**src/common/fwp_params.svh**
```systemverilog
// Constants of the flash write-protect and status block
`ifndef FWP_PARAMS_SVH
`define FWP_PARAMS_SVH

// Instruction codes
`define FWP_OP_STATUS_WRITE_COMMAND 8'h01
`define FWP_OP_PROG 8'h02
`define FWP_OP_WRITE_DISABLE_COMMAND 8'h04
`define FWP_OP_RDSR 8'h05
`define FWP_OP_WRITE_ENABLE_COMMAND 8'h06
`define FWP_OP_SECT 8'h20
`define FWP_OP_BLK32 8'h52
`define FWP_OP_BLK64 8'hd8
`define FWP_OP_CHIP_A 8'h60
`define FWP_OP_CHIP_B 8'hc7
`define FWP_OP_AAI 8'had
`define FWP_OP_SID_RD 8'h88
`define FWP_OP_SID_PROG 8'ha5
`define FWP_OP_SID_LOCK 8'h85

// Status register bit positions and reset values
`define FWP_ST_BUSY 0
`define FWP_ST_WEL 1
`define FWP_ST_BP_LO 2
`define FWP_ST_BP_HI 4
`define FWP_ST_SEC 5
`define FWP_ST_AAI 6
`define FWP_ST_BPL 7
`define FWP_BP_RESET 3'h7
`define FWP_BPL_RESET 1'b0

// Protection level codes and region bases
`define FWP_LVL_NONE 3'h0
`define FWP_LVL_16 3'h1
`define FWP_LVL_8 3'h2
`define FWP_LVL_4 3'h3
`define FWP_LVL_2 3'h4
`define FWP_BASE_16 20'hf0000
`define FWP_BASE_8 20'he0000
`define FWP_BASE_4 20'hc0000
`define FWP_BASE_2 20'h80000
`define FWP_ADDR_TOP 20'hfffff
`define FWP_MASK_SECT 20'h00fff
`define FWP_MASK_BLK32 20'h07fff
`define FWP_MASK_BLK64 20'h0ffff

// Frame lengths in bytes, opcode included
`define FWP_NB_CMD 3'h1
`define FWP_NB_STATUS_WRITE_COMMAND 3'h2
`define FWP_NB_SID_PROG 3'h3
`define FWP_NB_AAI_NEXT 3'h3
`define FWP_NB_ERASE 3'h4
`define FWP_NB_PROG 3'h5
`define FWP_NB_AAI_FIRST 3'h6
`define FWP_NB_SID_DATA 3'h2

// Security identifier layout
`define FWP_SID_FACTORY_BYTES 5'h08
`define FWP_SID_USER_BYTES 24
`define FWP_SID_BLANK 8'hff

// Timing
`define FWP_CLK_NS 10
`define FWP_PROG_TIME_NS 7000
`define FWP_ERASE_TIME_US 18000
`define FWP_CHIP_TIME_US 35000
`define FWP_PROG_CYC ((`FWP_PROG_TIME_NS + `FWP_CLK_NS - 1) / `FWP_CLK_NS)
`define FWP_ERASE_CYC (`FWP_ERASE_TIME_US * 1000 / `FWP_CLK_NS)
`define FWP_CHIP_CYC (`FWP_CHIP_TIME_US * 1000 / `FWP_CLK_NS)
`define FWP_CNT_W 24

`endif

```
**src/common/fwp_pkg.sv**
```systemverilog
// Shared types of the flash write-protect block
`default_nettype none
package fwp_pkg;
  typedef enum logic [3:0] {
    FWP_CMD_NONE, FWP_CMD_WRITE_ENABLE_COMMAND, FWP_CMD_WRITE_DISABLE_COMMAND, FWP_CMD_RDSR, FWP_CMD_STATUS_WRITE_COMMAND,
    FWP_CMD_PROG, FWP_CMD_SECT, FWP_CMD_BLK32, FWP_CMD_BLK64, FWP_CMD_CHIP,
    FWP_CMD_AAI, FWP_CMD_SID_RD, FWP_CMD_SID_PROG, FWP_CMD_SID_LOCK
  } fwp_cmd_e;
  typedef enum logic [1:0] {
    FWP_ER_SECTOR, FWP_ER_BLK32, FWP_ER_BLK64, FWP_ER_CHIP
  } fwp_erase_e;
  typedef enum logic {FWP_READY, FWP_WORKING} fwp_state_e;
endpackage
`default_nettype wire

```
**src/rtl/fwp_prot_decode.sv**
```systemverilog
// Decodes whether an address falls in the protected top region
`timescale 1ns/1ps
`default_nettype none
`include "fwp_params.svh"

module fwp_prot_decode
(
  input wire logic [2:0] i_level, // Level code {high, mid, low}
  input wire logic [19:0] i_last, // Highest address of the range
  output logic o_hit // Range touches protected space
);
  // Regions all end at the top, so the highest address decides
  always_comb
  begin
    case (i_level)
      `FWP_LVL_NONE: o_hit = 1'b0;
      `FWP_LVL_16: o_hit = (i_last >= `FWP_BASE_16);
      `FWP_LVL_8: o_hit = (i_last >= `FWP_BASE_8);
      `FWP_LVL_4: o_hit = (i_last >= `FWP_BASE_4);
      `FWP_LVL_2: o_hit = (i_last >= `FWP_BASE_2);
      default: o_hit = 1'b1;
    endcase
  end
endmodule
`default_nettype wire

```
**src/rtl/fwp_secid_store.sv**
```systemverilog
// Security identifier storage: fixed factory part, program-only user part
`timescale 1ns/1ps
`default_nettype none
`include "fwp_params.svh"

module fwp_secid_store
#(
  parameter logic [63:0] P_FACTORY_ID = 64'h5a5a_1234_c3c3_9876 // Arbitrary
)
(
  input wire logic i_clock, // System clock
  input wire logic i_rst_n, // Asynchronous reset, active low
  input wire logic i_wr, // Program one byte
  input wire logic [4:0] i_wr_idx, // Byte index to program
  input wire logic [7:0] i_wr_data, // Byte value to program
  input wire logic [4:0] i_rd_idx, // Byte index to read
  output logic [7:0] o_rd_data // Byte read
);
  logic [7:0] user_q [`FWP_SID_USER_BYTES];
  logic [4:0] user_idx;

  assign user_idx = i_wr_idx - `FWP_SID_FACTORY_BYTES;

  // No erase path exists; programming can only clear bits
  always_ff @(posedge i_clock or negedge i_rst_n)
  begin
    if (!i_rst_n)
    begin
      for (int i = 0; i < `FWP_SID_USER_BYTES; i++)
        user_q[i] <= `FWP_SID_BLANK;
    end
    else if (i_wr && i_wr_idx >= `FWP_SID_FACTORY_BYTES)
      user_q[user_idx] <= user_q[user_idx] & i_wr_data;
  end

  always_comb
  begin
    if (i_rd_idx < `FWP_SID_FACTORY_BYTES)
      o_rd_data = P_FACTORY_ID[8 * (7 - i_rd_idx[2:0]) +: 8];
    else
      o_rd_data = user_q[5'(i_rd_idx - `FWP_SID_FACTORY_BYTES)];
  end
endmodule
`default_nettype wire

```
**src/rtl/fwp_write_protect.sv**
```systemverilog
// Status register, write protection and security lock of a serial flash
// What this block does
// - Status write refused when pin low, lock set
// - Identifier: 64 fixed bits, 192 user bits
// - Factory part never programmed; nothing erasable
// - After lockout, identifier writes are rejected
// - While busy only status reads are honoured
// - Bit 0 busy, read-only, clear at reset
// - Bit 1 shows latch; clear blocks writes
// - Latch clears after writes and disable
// - Bits 2-4 levels, writable, reset ones
// - Bit 5 lock flag, sticky, survives reset
// - Bit 6 shows auto-increment mode, default zero
// - Bit 7 freezes levels when pin low
// - Block writes inside the protected region
// - Chip erase only with all levels zero
// - Code 000 none, 001 to 011 select small regions
// - Code 100 half, 101-111 whole array
`timescale 1ns/1ps
`default_nettype none
`include "fwp_params.svh"

module fwp_write_protect
#(
  parameter int P_PROG_CYC = `FWP_PROG_CYC, // Program busy cycles
  parameter int P_ERASE_CYC = `FWP_ERASE_CYC, // Sector/block erase cycles
  parameter int P_CHIP_CYC = `FWP_CHIP_CYC, // Chip erase cycles
  parameter logic [63:0] P_FACTORY_ID = 64'h5a5a_1234_c3c3_9876 // Arbitrary
)
(
  input wire logic i_clock, // 100 MHz system clock
  input wire logic i_rst_n, // Asynchronous power-up reset, active low
  input wire logic i_sck, // Serial clock pin
  input wire logic i_ce_n, // Chip enable pin, active low
  input wire logic i_si, // Serial data input pin
  input wire logic i_wp_n, // Write protect pin, active low
  input wire logic i_secid_lock_nv, // Stored lock state from nonvolatile
  output logic o_so, // Serial data output
  output logic o_so_oe, // High while o_so is driven
  output logic o_prog_valid, // One-cycle program request to array
  output logic o_prog_word, // Request holds two bytes
  output logic [19:0] o_prog_addr, // First byte address
  output logic [15:0] o_prog_data, // First byte in upper half
  output logic o_erase_valid, // One-cycle erase request to array
  output var fwp_pkg::fwp_erase_e o_erase_kind, // Erase size
  output logic [19:0] o_erase_addr, // First address of erased range
  output logic o_secid_lock_set, // One cycle: persist the lock
  output logic [7:0] o_status // Copy of the status register
);
  logic [2:0] sck_sync_q;
  logic [2:0] ce_sync_q;
  logic [1:0] si_sync_q;
  logic [1:0] wp_sync_q;
  logic sck_rise, sck_fall, ce_rise, ce_fall, active, wp_s;
  logic [2:0] bit_cnt_q, byte_cnt_q;
  logic [7:0] shift_q, new_byte, opcode_q, out_sh_q, sid_rd_data;
  logic [23:0] addr_q;
  logic [15:0] data_q;
  logic [4:0] rd_idx_q;
  logic byte_done, exec, busy, load_status, load_sid;
  fwp_pkg::fwp_cmd_e cmd;
  fwp_pkg::fwp_state_e state_q;
  logic [`FWP_CNT_W-1:0] cnt_q;
  logic wel_q, aai_q, bpl_q, sec_lock_q, nv_loaded_q, end_pend_q;
  logic [2:0] bp_q;
  logic [19:0] aai_ptr_q, chk_last, erase_mask;
  logic chk_hit, ptr_hit;
  logic acc_status_write_command, acc_prog, acc_erase, acc_chip, aai_first, aai_next;
  logic acc_sid_prog, acc_sid_lock, do_write_enable_command, do_write_disable_command, aai_stop, busy_end;
  logic [7:0] status_w;

  function automatic fwp_pkg::fwp_cmd_e cmd_of(input logic [7:0] op);
    case (op)
      `FWP_OP_WRITE_ENABLE_COMMAND: cmd_of = fwp_pkg::FWP_CMD_WRITE_ENABLE_COMMAND;
      `FWP_OP_WRITE_DISABLE_COMMAND: cmd_of = fwp_pkg::FWP_CMD_WRITE_DISABLE_COMMAND;
      `FWP_OP_RDSR: cmd_of = fwp_pkg::FWP_CMD_RDSR;
      `FWP_OP_STATUS_WRITE_COMMAND: cmd_of = fwp_pkg::FWP_CMD_STATUS_WRITE_COMMAND;
      `FWP_OP_PROG: cmd_of = fwp_pkg::FWP_CMD_PROG;
      `FWP_OP_SECT: cmd_of = fwp_pkg::FWP_CMD_SECT;
      `FWP_OP_BLK32: cmd_of = fwp_pkg::FWP_CMD_BLK32;
      `FWP_OP_BLK64: cmd_of = fwp_pkg::FWP_CMD_BLK64;
      `FWP_OP_CHIP_A: cmd_of = fwp_pkg::FWP_CMD_CHIP;
      `FWP_OP_CHIP_B: cmd_of = fwp_pkg::FWP_CMD_CHIP;
      `FWP_OP_AAI: cmd_of = fwp_pkg::FWP_CMD_AAI;
      `FWP_OP_SID_RD: cmd_of = fwp_pkg::FWP_CMD_SID_RD;
      `FWP_OP_SID_PROG: cmd_of = fwp_pkg::FWP_CMD_SID_PROG;
      `FWP_OP_SID_LOCK: cmd_of = fwp_pkg::FWP_CMD_SID_LOCK;
      default: cmd_of = fwp_pkg::FWP_CMD_NONE;
    endcase
  endfunction

  // Pin synchronisers; stage 0 feeds only stage 1
  always_ff @(posedge i_clock or negedge i_rst_n)
  begin
    if (!i_rst_n)
    begin
      sck_sync_q <= 3'h0;
      ce_sync_q <= 3'h7;
      si_sync_q <= 2'h0;
      wp_sync_q <= 2'h0;
    end
    else
    begin
      sck_sync_q <= {sck_sync_q[1:0], i_sck};
      ce_sync_q <= {ce_sync_q[1:0], i_ce_n};
      si_sync_q <= {si_sync_q[0], i_si};
      wp_sync_q <= {wp_sync_q[0], i_wp_n};
    end
  end

  assign sck_rise = sck_sync_q[1] & ~sck_sync_q[2];
  assign sck_fall = ~sck_sync_q[1] & sck_sync_q[2];
  assign ce_rise = ce_sync_q[1] & ~ce_sync_q[2];
  assign ce_fall = ~ce_sync_q[1] & ce_sync_q[2];
  assign active = ~ce_sync_q[1];
  assign wp_s = wp_sync_q[1];
  assign new_byte = {shift_q[6:0], si_sync_q[1]};
  assign byte_done = active & sck_rise & (bit_cnt_q == 3'h7);
  assign cmd = cmd_of(opcode_q);
  assign busy = (state_q == fwp_pkg::FWP_WORKING);

  // Frame capture: opcode, three address bytes, two data bytes
  always_ff @(posedge i_clock or negedge i_rst_n)
  begin
    if (!i_rst_n)
    begin
      bit_cnt_q <= 3'h0;
      byte_cnt_q <= 3'h0;
      shift_q <= 8'h00;
      opcode_q <= 8'h00;
      addr_q <= 24'h000000;
      data_q <= 16'h0000;
    end
    else if (ce_fall)
    begin
      bit_cnt_q <= 3'h0;
      byte_cnt_q <= 3'h0;
      opcode_q <= 8'h00;
    end
    else if (active && sck_rise)
    begin
      shift_q <= new_byte;
      bit_cnt_q <= bit_cnt_q + 3'h1;
      if (byte_done)
      begin
        if (byte_cnt_q != 3'h7)
          byte_cnt_q <= byte_cnt_q + 3'h1;
        case (byte_cnt_q)
          3'h0: opcode_q <= new_byte;
          3'h1: addr_q[23:16] <= new_byte;
          3'h2: addr_q[15:8] <= new_byte;
          3'h3: addr_q[7:0] <= new_byte;
          3'h4: data_q[15:8] <= new_byte;
          3'h5: data_q[7:0] <= new_byte;
          default: data_q <= data_q;
        endcase
      end
    end
  end

  // Status reads stay live so polling sees busy fall
  assign load_status = (byte_cnt_q == 3'h0) ?
    (cmd_of(new_byte) == fwp_pkg::FWP_CMD_RDSR) :
    (cmd == fwp_pkg::FWP_CMD_RDSR);
  assign load_sid = (cmd == fwp_pkg::FWP_CMD_SID_RD) && !busy &&
    (byte_cnt_q >= `FWP_NB_SID_DATA);

  always_ff @(posedge i_clock or negedge i_rst_n)
  begin
    if (!i_rst_n)
    begin
      out_sh_q <= 8'h00;
      rd_idx_q <= 5'h00;
      o_so <= 1'b0;
      o_so_oe <= 1'b0;
    end
    else if (!active)
      o_so_oe <= 1'b0;
    else if (byte_done)
    begin
      if (load_status)
      begin
        out_sh_q <= status_w;
        o_so_oe <= 1'b1;
      end
      else if (load_sid)
      begin
        out_sh_q <= sid_rd_data;
        rd_idx_q <= rd_idx_q + 5'h01;
        o_so_oe <= 1'b1;
      end
      if (byte_cnt_q == 3'h1)
        rd_idx_q <= new_byte[4:0];
    end
    else if (sck_fall)
    begin
      o_so <= out_sh_q[7];
      out_sh_q <= {out_sh_q[6:0], 1'b0};
    end
  end

  // Protection checks: the command's range and the next auto word
  always_comb
  begin
    case (cmd)
      fwp_pkg::FWP_CMD_SECT: erase_mask = `FWP_MASK_SECT;
      fwp_pkg::FWP_CMD_BLK32: erase_mask = `FWP_MASK_BLK32;
      fwp_pkg::FWP_CMD_BLK64: erase_mask = `FWP_MASK_BLK64;
      fwp_pkg::FWP_CMD_AAI: erase_mask = 20'h00001;
      default: erase_mask = 20'h00000;
    endcase
    chk_last = addr_q[19:0] | erase_mask;
  end

  fwp_prot_decode u_prot_cmd
  (
    .i_level(bp_q),
    .i_last(chk_last),
    .o_hit(chk_hit)
  );

  fwp_prot_decode u_prot_ptr
  (
    .i_level(bp_q),
    .i_last(aai_ptr_q | 20'h00001),
    .o_hit(ptr_hit)
  );

  fwp_secid_store #(.P_FACTORY_ID(P_FACTORY_ID)) u_secid
  (
    .i_clock(i_clock),
    .i_rst_n(i_rst_n),
    .i_wr(acc_sid_prog),
    .i_wr_idx(addr_q[20:16]),
    .i_wr_data(addr_q[15:8]),
    .i_rd_idx(rd_idx_q),
    .o_rd_data(sid_rd_data)
  );

  // Commands act at deselect, only on whole bytes and only when idle
  assign exec = ce_rise & (bit_cnt_q == 3'h0) & ~busy;
  assign do_write_enable_command = exec & (cmd == fwp_pkg::FWP_CMD_WRITE_ENABLE_COMMAND) &
    (byte_cnt_q == `FWP_NB_CMD) & ~aai_q;
  assign do_write_disable_command = exec & (cmd == fwp_pkg::FWP_CMD_WRITE_DISABLE_COMMAND) &
    (byte_cnt_q == `FWP_NB_CMD);
  assign acc_status_write_command = exec & (cmd == fwp_pkg::FWP_CMD_STATUS_WRITE_COMMAND) & wel_q & ~aai_q &
    (byte_cnt_q == `FWP_NB_STATUS_WRITE_COMMAND) & (wp_s | ~bpl_q);
  assign acc_prog = exec & (cmd == fwp_pkg::FWP_CMD_PROG) & wel_q & ~aai_q &
    (byte_cnt_q == `FWP_NB_PROG) & ~chk_hit;
  assign acc_erase = exec & wel_q & ~aai_q & ~chk_hit &
    (byte_cnt_q == `FWP_NB_ERASE) & (cmd == fwp_pkg::FWP_CMD_SECT ||
    cmd == fwp_pkg::FWP_CMD_BLK32 || cmd == fwp_pkg::FWP_CMD_BLK64);
  assign acc_chip = exec & (cmd == fwp_pkg::FWP_CMD_CHIP) & wel_q & ~aai_q &
    (byte_cnt_q == `FWP_NB_CMD) & (bp_q == `FWP_LVL_NONE);
  assign aai_first = exec & (cmd == fwp_pkg::FWP_CMD_AAI) & wel_q & ~aai_q &
    (byte_cnt_q == `FWP_NB_AAI_FIRST) & ~chk_hit;
  assign aai_next = exec & (cmd == fwp_pkg::FWP_CMD_AAI) & aai_q &
    (byte_cnt_q == `FWP_NB_AAI_NEXT) & ~ptr_hit;
  assign acc_sid_prog = exec & (cmd == fwp_pkg::FWP_CMD_SID_PROG) & wel_q &
    ~aai_q & ~sec_lock_q & (byte_cnt_q == `FWP_NB_SID_PROG);
  assign acc_sid_lock = exec & (cmd == fwp_pkg::FWP_CMD_SID_LOCK) & wel_q &
    ~aai_q & (byte_cnt_q == `FWP_NB_CMD);
  assign busy_end = busy & (cnt_q == `FWP_CNT_W'(1));
  assign aai_stop = busy_end & aai_q & (end_pend_q | ptr_hit);

  // Busy timer; a refused command never starts it
  always_ff @(posedge i_clock or negedge i_rst_n)
  begin
    if (!i_rst_n)
    begin
      state_q <= fwp_pkg::FWP_READY;
      cnt_q <= '0;
    end
    else
    begin
      case (state_q)
        fwp_pkg::FWP_READY:
        begin
          if (acc_prog || aai_first || aai_next || acc_sid_prog)
          begin
            state_q <= fwp_pkg::FWP_WORKING;
            cnt_q <= `FWP_CNT_W'(P_PROG_CYC);
          end
          else if (acc_erase || acc_chip)
          begin
            state_q <= fwp_pkg::FWP_WORKING;
            cnt_q <= acc_chip ? `FWP_CNT_W'(P_CHIP_CYC) :
              `FWP_CNT_W'(P_ERASE_CYC);
          end
        end
        fwp_pkg::FWP_WORKING:
        begin
          cnt_q <= cnt_q - `FWP_CNT_W'(1);
          if (busy_end)
            state_q <= fwp_pkg::FWP_READY;
        end
        default: state_q <= fwp_pkg::FWP_READY;
      endcase
    end
  end

  // Write enable latch
  always_ff @(posedge i_clock or negedge i_rst_n)
  begin
    if (!i_rst_n)
      wel_q <= 1'b0;
    else if (do_write_enable_command)
      wel_q <= 1'b1;
    else if (do_write_disable_command || acc_status_write_command || acc_prog || acc_erase || acc_chip ||
      acc_sid_prog || acc_sid_lock || aai_stop)
      wel_q <= 1'b0;
  end

  // Auto-increment mode and word pointer
  always_ff @(posedge i_clock or negedge i_rst_n)
  begin
    if (!i_rst_n)
    begin
      aai_q <= 1'b0;
      aai_ptr_q <= 20'h00000;
      end_pend_q <= 1'b0;
    end
    else if (do_write_disable_command || aai_stop)
      aai_q <= 1'b0;
    else if (aai_first || aai_next)
    begin
      aai_q <= 1'b1;
      aai_ptr_q <= aai_first ? ((addr_q[19:0] & ~20'h00001) + 20'h00002) :
        (aai_ptr_q + 20'h00002);
      end_pend_q <= aai_first ? ((addr_q[19:0] | 20'h00001) == `FWP_ADDR_TOP)
        : ((aai_ptr_q | 20'h00001) == `FWP_ADDR_TOP);
    end
  end

  // Level and lock bits; a refused write leaves them untouched
  always_ff @(posedge i_clock or negedge i_rst_n)
  begin
    if (!i_rst_n)
    begin
      bp_q <= `FWP_BP_RESET;
      bpl_q <= `FWP_BPL_RESET;
    end
    else if (acc_status_write_command)
    begin
      bp_q <= addr_q[16 + `FWP_ST_BP_HI:16 + `FWP_ST_BP_LO];
      bpl_q <= addr_q[16 + `FWP_ST_BPL];
    end
  end

  // Lock flag takes the stored state after release, then only sets
  always_ff @(posedge i_clock or negedge i_rst_n)
  begin
    if (!i_rst_n)
    begin
      sec_lock_q <= 1'b0;
      nv_loaded_q <= 1'b0;
      o_secid_lock_set <= 1'b0;
    end
    else
    begin
      nv_loaded_q <= 1'b1;
      o_secid_lock_set <= acc_sid_lock;
      if (!nv_loaded_q)
        sec_lock_q <= i_secid_lock_nv;
      else if (acc_sid_lock)
        sec_lock_q <= 1'b1;
    end
  end

  always_comb
  begin
    status_w = 8'h00;
    status_w[`FWP_ST_BUSY] = busy;
    status_w[`FWP_ST_WEL] = wel_q;
    status_w[`FWP_ST_BP_HI:`FWP_ST_BP_LO] = bp_q;
    status_w[`FWP_ST_SEC] = sec_lock_q;
    status_w[`FWP_ST_AAI] = aai_q;
    status_w[`FWP_ST_BPL] = bpl_q;
  end

  // Array requests
  always_ff @(posedge i_clock or negedge i_rst_n)
  begin
    if (!i_rst_n)
    begin
      o_prog_valid <= 1'b0;
      o_prog_word <= 1'b0;
      o_prog_addr <= 20'h00000;
      o_prog_data <= 16'h0000;
      o_erase_valid <= 1'b0;
      o_erase_kind <= fwp_pkg::FWP_ER_SECTOR;
      o_erase_addr <= 20'h00000;
      o_status <= 8'h00;
    end
    else
    begin
      o_status <= status_w;
      o_prog_valid <= acc_prog | aai_first | aai_next;
      o_erase_valid <= acc_erase | acc_chip;
      if (acc_prog)
      begin
        o_prog_word <= 1'b0;
        o_prog_addr <= addr_q[19:0];
        o_prog_data <= {data_q[15:8], 8'h00};
      end
      else if (aai_first || aai_next)
      begin
        o_prog_word <= 1'b1;
        o_prog_addr <= aai_first ? (addr_q[19:0] & ~20'h00001) : aai_ptr_q;
        o_prog_data <= aai_first ? data_q : addr_q[23:8];
      end
      if (acc_chip)
      begin
        o_erase_kind <= fwp_pkg::FWP_ER_CHIP;
        o_erase_addr <= 20'h00000;
      end
      else if (acc_erase)
      begin
        o_erase_addr <= addr_q[19:0] & ~erase_mask;
        if (cmd == fwp_pkg::FWP_CMD_SECT)
          o_erase_kind <= fwp_pkg::FWP_ER_SECTOR;
        else if (cmd == fwp_pkg::FWP_CMD_BLK32)
          o_erase_kind <= fwp_pkg::FWP_ER_BLK32;
        else
          o_erase_kind <= fwp_pkg::FWP_ER_BLK64;
      end
    end
  end
endmodule
`default_nettype wire

```
**config.mk**
```make
export PLATFORM = sky130hd
export DESIGN_NAME = fwp_write_protect
export DESIGN_NICKNAME = d
export VERILOG_FILES = /design/src/common/fwp_pkg.sv /design/src/rtl/fwp_prot_decode.sv /design/src/rtl/fwp_secid_store.sv /design/src/rtl/fwp_write_protect.sv
export VERILOG_INCLUDE_DIRS = /design/src /design/src/common
export SDC_FILE = /design/constraint.sdc
export NUM_CORES = 1
export LEC_CHECK = 0
export BUFFER_PORTS_ARGS = -buffer_cell sky130_fd_sc_hd__buf_4
export CAP_MARGIN = 25
export CELL_PAD_IN_SITES_DETAIL_PLACEMENT = 1
export CELL_PAD_IN_SITES_GLOBAL_PLACEMENT = 2
export CORE_MARGIN = 5
export CORE_UTILIZATION = 45
export DETAILED_ROUTE_END_ITERATION = 6
export PLACE_DENSITY = 0.9
export SLEW_MARGIN = 30
export SYNTH_ARGS = -nofsm -noshare
export SYNTH_HDL_FRONTEND = slang
export SYNTH_SLANG_ARGS = --single-unit
```
**constraint.sdc**
```tcl
create_clock -name i_clock -period 7.45 [get_ports i_clock]
set_clock_uncertainty 0.05 [all_clocks]
set_input_delay 2.235 -clock i_clock [delete_from_list [all_inputs] [get_ports i_clock]]
set_output_delay 2.235 -clock i_clock [all_outputs]
set_load 0.02 [all_outputs]
```
==> results.py, run 1 <==
metrics = {
    "cts": {
        "path_clk_slew_ns": 0.06,
        "clk_latency_ns": 0.59,
        "clock-root-buffer": "clkbuf_16",
        "postCtsHoldBufs": 0,
        "cts_buffer_depth": 3,
        "cts_tree": "built",
        "cts.htree.levels": 2,
        "cts_made_buffers": 45,
        "cts_setup_buffers": 0,
        "cts.sink_count": 401,
        "cts_resized": 0,
    },
    "sta": {
        "finalSetupViolCount": 0,
        "slew_viol_final": 0,
        "final.setup.tns_ns": 0,
        "finalCritPeriodShare": 0.5768,
        "min_period_ns": 4.298,
        "tightest_slew_ns": 0.9705,
        "clock.fmax_ghz": 0.2327,
        "rsz0062_at_grt": "no",
        "final_hold_viol_count": 0,
        "slew_headroom": 0.3530,
    },
    "synthesis": {
        "synthCells": 1915,
        "syn_area_per_cell_sq_um": 10.86,
        "yosysSeqAreaShare": 0.4945,
        "synthFlopType": "dfrtp_1",
        "ys_seq_elements": 401,
        "ys_types": 90,
        "async_reset_ff_frac": 1.000,
        "synth_area_sq_mm": 0.02079,
        "syn_nets": 1943,
        "synth-edff-count": 0,
        "yosys_warnings": 0,
    },
    "critical_path": {
        "r2r_cells": 12,
        "critPathLaunchType": "flop",
        "arrival_ns": 4.76,
        "reg2reg_to": "end_pend_q$_DFFE_PN0P_",
        "cp-end-kind": "flop",
        "r2r-start": "ce_sync_q[1]$_DFF_PN1_",
        "reg2reg_slack_ns": 3.15,
        "crit_fanout": 59,
        "worstPathRequired_ns": 7.92,
        "critical_path_class": "flop to flop",
    },
    "power_and_ir_drop": {
        "swShare": 0.2382,
        "p_comb_frac": 0.037,
        "ir_worst_vdd_v": 0.0001688,
        "p_switching_mw": 1.116,
        "power_frac_clock": 0.479,
        "power.leakage_nw": 9.122,
        "p_per_area_mw_per_mm2": 202.0,
        "seq_power_share": 0.484,
        "p_int_mw": 3.567,
    },
    "place": {
        "dp.cells": 2473,
        "hpwl_um": 41150,
        "routabilityCongestion": 0.8585,
        "io_buffers": 78,
    },
    "die": {
        "start_util": 0.4562,
        "dieHeight_um": 225.0,
        "rows": 78,
        "die_w_um": 225.0,
        "ioPinCount": 79,
        "dieArea_sq_mm": 0.05061,
        "core_sq_mm": 0.04558,
    },
    "cells_and_area": {
        "final_common_cell": "nand2_1",
        "most-common-layout-cells": "326 x nand2_1, 230 x o21ai_0, 199 x dfrtp_1",
        "nets": 1948,
        "stdcell_count": 2557,
        "diodes": 0,
        "area_growth_pct": 11.50,
        "fin_util": 0.5087,
        "fillCellCount": 4842,
        "drive_gt1_frac": 0.2887,
    },
    "min_path": {
        "min_from": "si_sync_q[0]$_DFF_PN0_",
        "hold_path_end": "si_sync_q[1]$_DFF_PN0_",
        "hp-class": "flop to flop",
        "worstHoldPathCells": 0,
    },
    "route": {
        "drc_errors": 0,
        "routedWlPerCell_um": 24.26,
        "drt_first_pass_iters": 5,
        "final_antenna_net_count": 0,
        "vias": 15630,
        "avgViaCountPerCell": 6.112,
        "wl_um": 62040,
        "drt-initial-drc-count": 1184,
    },
    "global_route": {
        "grt_overflow": 0,
        "use_met1": 0.3319,
        "grt_antenna_before_repair": 0,
        "grt_max_degree": 160,
        "grt_pass1_wl_um": 98100,
        "grt_pass1_vias": 16460,
        "grt_use_total": 0.2444,
        "met2_usage": 0.4051,
        "top_usage_layer": "met2",
        "met3_usage": 0.03660,
    },
    "status": {
        "status": "completed",
    },
    "flow_run": {
        "drv_cap": 0,
    },
}
[cell type report]
cell class / instances / area [sq um] / share of cell area
clock buffers: 64 / 1277 / 0.05510
inverters: 37 / 138.9 / 0.005990
clock inverters: 20 / 203.9 / 0.008796
repair buffers: 99 / 767.0 / 0.03308
multi-input cells: 1336 / 9756 / 0.4208
flip-flops and latches: 401 / 10290 / 0.4439
well taps: 600 / 750.7 / 0.03238
[synth_stat cells, types with 5 or more instances]
cell / count / area share
a21oi_1: 44 / 0.011
a211oi_1: 19 / 0.0069
mux4_2: 101 / 0.11
nand2b_1: 9 / 0.0027
or3_1: 9 / 0.0027
nand2_1: 326 / 0.059
a221o_1: 13 / 0.0063
nor2b_1: 23 / 0.0069
o21ai_1: 5 / 0.0012
a22oi_1: 13 / 0.0047
xnor2_1: 20 / 0.0084
nand3_1: 60 / 0.014
nor3b_1: 10 / 0.0036
a221oi_1: 6 / 0.0025
dfstp_2: 198 / 0.25
and2_1: 21 / 0.0063
nor4_1: 10 / 0.0030
and4_1: 9 / 0.0038
o22ai_1: 17 / 0.0051
inv_1: 34 / 0.0061
a32o_1: 6 / 0.0029
o211ai_1: 8 / 0.0029
nand4_1: 17 / 0.0051
clkbuf_1: 89 / 0.016
buf_1: 9 / 0.0016
nor3_1: 30 / 0.0072
a22o_1: 15 / 0.0063
mux2_2: 60 / 0.032
dfrtp_1: 203 / 0.24
o21a_1: 6 / 0.0022
a31oi_1: 18 / 0.0054
buf_2: 35 / 0.0084
o32ai_1: 5 / 0.0021
and3_1: 13 / 0.0039
mux2i_1: 27 / 0.013
nor2_1: 59 / 0.011
o21ai_0: 230 / 0.055
ha_1: 21 / 0.013
xor2_1: 26 / 0.011
[sequential cells by signal, summed over array words and instances (netlist names), 16 cells and up]
| register | count |
|---|---|
| aai_ptr_q | 19 |
| u_secid.user_q | 192 |
| o_prog_data | 16 |
| o_prog_addr | 20 |
| data_q | 16 |
| o_erase_addr | 20 |
| cnt_q | 24 |
| addr_q | 24 |
[critical path: stages, from the launching register on]
cell	delay, ns
dfstp_2	0.60
nor2b_1	0.23
nand4_1	0.33
a2111oi_4	0.41
buf_4	0.60
mux2_2	0.29
ha_1	0.23
nand3_1	0.20
nor3_1	0.32
nand4_1	0.30
mux2i_1	0.32
nand4_1	0.12
a21oi_1	0.18
[power groups by stage]
stage | Sequential [mW] | Clock, mW | Combinational (mW)
floorplan | 2.26 | 0 | 0.106
global placement | 2.30 | 0 | 0.170
detailed placement | 2.30 | 0 | 0.175
CTS | 2.27 | 2.30 | 0.175
global route | 2.27 | 2.39 | 0.192
finish | 2.27 | 2.24 | 0.172
[logic make-up after synthesis]
logic type,Yosys count,synth area share
mux,188,0.1549
compound gates,449,0.1355
flops,401,0.4945
simple gates,631,0.1465
fa+ha+maj,21,0.01264
xor+xnor,46,0.01938
buf+inv,178,0.03640
other cells,1,0.0001803
[layer usage]
metal  routed length, um  vias up
met3                3227      116
met1               26680     8096
met5                   0        -
met2               30140      435
met4                1995        0
li1                    -     6981
[worst max-delay path by stage]
stage                                      start                        end  slack (ns)  cells after the start
after floorplan           ce_sync_q[1]$_DFF_PN1_     end_pend_q$_DFFE_PN0P_        3.89                     14
after global placement    ce_sync_q[1]$_DFF_PN1_     end_pend_q$_DFFE_PN0P_        3.32                     12
after global routing      ce_sync_q[1]$_DFF_PN1_  aai_ptr_q[15]$_DFFE_PN0P_        2.80                     12
after CTS                 ce_sync_q[1]$_DFF_PN1_     end_pend_q$_DFFE_PN0P_        3.15                     12
final                     ce_sync_q[1]$_DFF_PN1_     end_pend_q$_DFFE_PN0P_        3.15                     12
after detailed placement  ce_sync_q[1]$_DFF_PN1_     end_pend_q$_DFFE_PN0P_        3.19                     12
[through the flow]
step	power, mW	setup WS [ns]	hold slack [ns]	instance area, sq um
3_5_place_dp	2.478	3.190	0.2864	21700
3_3_place_gp	2.472	3.315	0.2860	21700
6_report	4.683	3.153	0.2890	23190
4_1_cts	4.739	3.154	0.2899	23180
5_1_grt	4.847	2.805	0.3020	23190
2_1_floorplan	2.362	3.885	0.2812	20790
Note: power is estimated with default switching activity, not from simulation.
==> run 2, diff against run 1 <==
--- a/config.mk
+++ b/config.mk
@@ -11,9 +11,9 @@
 export CELL_PAD_IN_SITES_DETAIL_PLACEMENT = 1
 export CELL_PAD_IN_SITES_GLOBAL_PLACEMENT = 2
 export CORE_MARGIN = 5
-export CORE_UTILIZATION = 45
+export CORE_UTILIZATION = 38
 export DETAILED_ROUTE_END_ITERATION = 6
-export PLACE_DENSITY = 0.9
+export PLACE_DENSITY = 0.81
 export SLEW_MARGIN = 30
 export SYNTH_ARGS = -nofsm -noshare
 export SYNTH_HDL_FRONTEND = slang
==> constraint.sdc (replaced) <==
create_clock -name i_clock -period 3.7 [get_ports i_clock]
set_clock_uncertainty 0.05 [all_clocks]
set_input_delay 1.11 -clock i_clock [delete_from_list [all_inputs] [get_ports i_clock]]
set_output_delay 1.11 -clock i_clock [all_outputs]
set_load 0.02 [all_outputs]
==> results.py, run 2 (same netlist as run 1, synthesis figures left out) <==
metrics = {
    "power_and_ir_drop": {
        "p_int_mw": 7.511,
        "ir_worst_vdd_v": 0.0003715,
        "p_per_area_mw_per_mm2": 411.8,
        "power_mw": 9.836,
        "p_comb_frac": 0.037,
        "swShare": 0.2364,
        "power.leakage_nw": 9.427,
        "p_switching_mw": 2.326,
        "power_frac_clock": 0.499,
        "seq_power_share": 0.464,
    },
    "die": {
        "rows": 85,
        "dieHeight_um": 243.9,
        "core_sq_mm": 0.05403,
        "ioPinCount": 79,
        "die_w_um": 243.9,
        "dieArea_sq_mm": 0.05950,
        "start_util": 0.3849,
    },
    "cts": {
        "path_clk_slew_ns": 0.06,
        "cts_buffer_depth": 3,
        "cts.sink_count": 401,
        "clk_latency_ns": 0.61,
        "cts_made_buffers": 48,
        "cts.htree.levels": 2,
        "clock-root-buffer": "clkbuf_16",
        "cts_tree": "built",
    },
    "route": {
        "wl_um": 63810,
        "routedWlPerCell_um": 23.70,
        "vias": 15490,
        "final_antenna_net_count": 0,
        "drt-initial-drc-count": 1172,
        "drt_first_pass_iters": 7,
        "avgViaCountPerCell": 5.755,
        "drc_errors": 0,
    },
    "global_route": {
        "top_usage_layer": "met2",
        "grt_use_total": 0.2126,
        "grt_overflow": 0,
        "grt_antenna_before_repair": 0,
        "grt_pass1_vias": 16370,
        "met2_usage": 0.3590,
        "grt_max_degree": 87,
        "grt_pass1_wl_um": 100500,
        "met3_usage": 0.03431,
        "use_met1": 0.2907,
    },
    "sta": {
        "slew_viol_final": 0,
        "finalSetupViolCount": 0,
        "min_period_ns": 3.498,
        "clock.fmax_ghz": 0.2859,
        "slew_headroom": 0.4594,
        "hold_slack_ns": 0.2653,
        "finalCritPeriodShare": 0.9453,
        "final_hold_viol_count": 0,
        "tightest_slew_ns": 0.8035,
    },
    "critical_path": {
        "cp_slowest_cell": "dfrtp_1",
        "worstPathRequired_ns": 4.19,
        "slowest_delay_ns": 0.53,
        "cp-end-kind": "flop",
        "critPathLaunchType": "flop",
        "critPathBufInv": 1,
        "crit_fanout": 11,
        "cpLargestDelayFamily": "simple AND/OR/NAND/NOR gates",
        "critical_path_class": "flop to flop",
        "cp_common_cell": "nand4_1",
        "arrival_ns": 3.99,
        "crit_chain": "nor3b_4 > nand4_1 > a2111oi_4 > mux2_2 > ha_1 > nand3_1 > nor3_2 > nand4_1 > buf_4 > a211oi_1 > a21oi_1 > mux2i_1",
    },
    "cells_and_area": {
        "largest-register": "u_secid.user_q",
        "nets": 1986,
        "drive_gt1_frac": 0.3046,
        "most-common-layout-cells": "326 x nand2_1, 230 x o21ai_0, 199 x dfrtp_1",
        "largest_register_ffs": 192,
        "diodes": 0,
        "area_growth_pct": 14.87,
        "final_common_cell": "nand2_1",
        "fin_util": 0.4421,
        "reg.largest.list": "u_secid.user_q: 192 flops, addr_q: 24 flops, cnt_q: 24 flops",
    },
    "min_path": {
        "hp-class": "flop to flop",
    },
    "place": {
        "routabilityCongestion": 0.8612,
        "io_buffers": 78,
        "hpwl_um": 43800,
    },
    "status": {
        "status": "completed",
    },
    "flow_run": {
        "drv_cap": 0,
    },
}
[run 2: final cells by class]
cell class              instances  area (sq um)
clock buffers                  72          1463
clock inverters                16         193.9
fillers                      5753         30140
inverters                      37         138.9
multi-input cells            1336          9773
flip-flops and latches        401         10290
well taps                     696         870.8
repair buffers                134          1151
[run 2: repair_timing]
item / 4_1_cts / 5_1_grt
setup endpoints to repair: 2 / 4
resized for setup: 0 / 2
buffers inserted: 0 / 1
endpoints found under the hold margin: 0 / 0
pin swaps: 1 / 1
hold buffers: 0 / 0
[run 2: per-layer routing]
layer  routed length [um]  vias to the layer above
li1                     -                     7050
met2                31140                      305
met1                28790                     8062
met5                    0                        -
met3                 2594                       75
met4                 1287                        0
[run 2: final timing paths]
kind	from	to	slack, ns	cells after the start
worst max register to register	opcode_q[7]$_DFFE_PN0P_	aai_ptr_q[15]$_DFFE_PN0P_	0.20	12
worst min register to register	si_sync_q[0]$_DFF_PN0_	si_sync_q[1]$_DFF_PN0_	0.27	0
worst max-delay path	opcode_q[7]$_DFFE_PN0P_	aai_ptr_q[15]$_DFFE_PN0P_	0.20	12
worst min-delay path	si_sync_q[0]$_DFF_PN0_	si_sync_q[1]$_DFF_PN0_	0.27	0
max in group asynchronous	i_rst_n	u_secid.user_q[48]$_DFFE_PN1P_	2.32	2
min in group asynchronous	i_rst_n	cnt_q[14]$_DFFE_PN0P_	0.41	1
[run 2: per-stage QoR]
stage          worst slack, ns  TNS (ns)  cell area (sq um)  cells
2_1_floorplan           0.1351         0              20790   1915
3_3_place_gp            0.1239         0              22200   2603
3_5_place_dp          -0.01694  -0.03199              22210   2603
4_1_cts                0.02570         0              23860   2691
5_1_grt               -0.01055  -0.01055              23890   2692
6_report                0.2024         0              23890   2692
[run 2: power groups by stage]
stage	clock network, mW	registers (mW)	logic [mW]
after floorplan	0	4.54	0.213
after global placement	0	4.63	0.361
after detailed placement	0	4.63	0.370
after CTS	5.05	4.56	0.372
after global routing	5.24	4.56	0.411
final	4.91	4.56	0.366
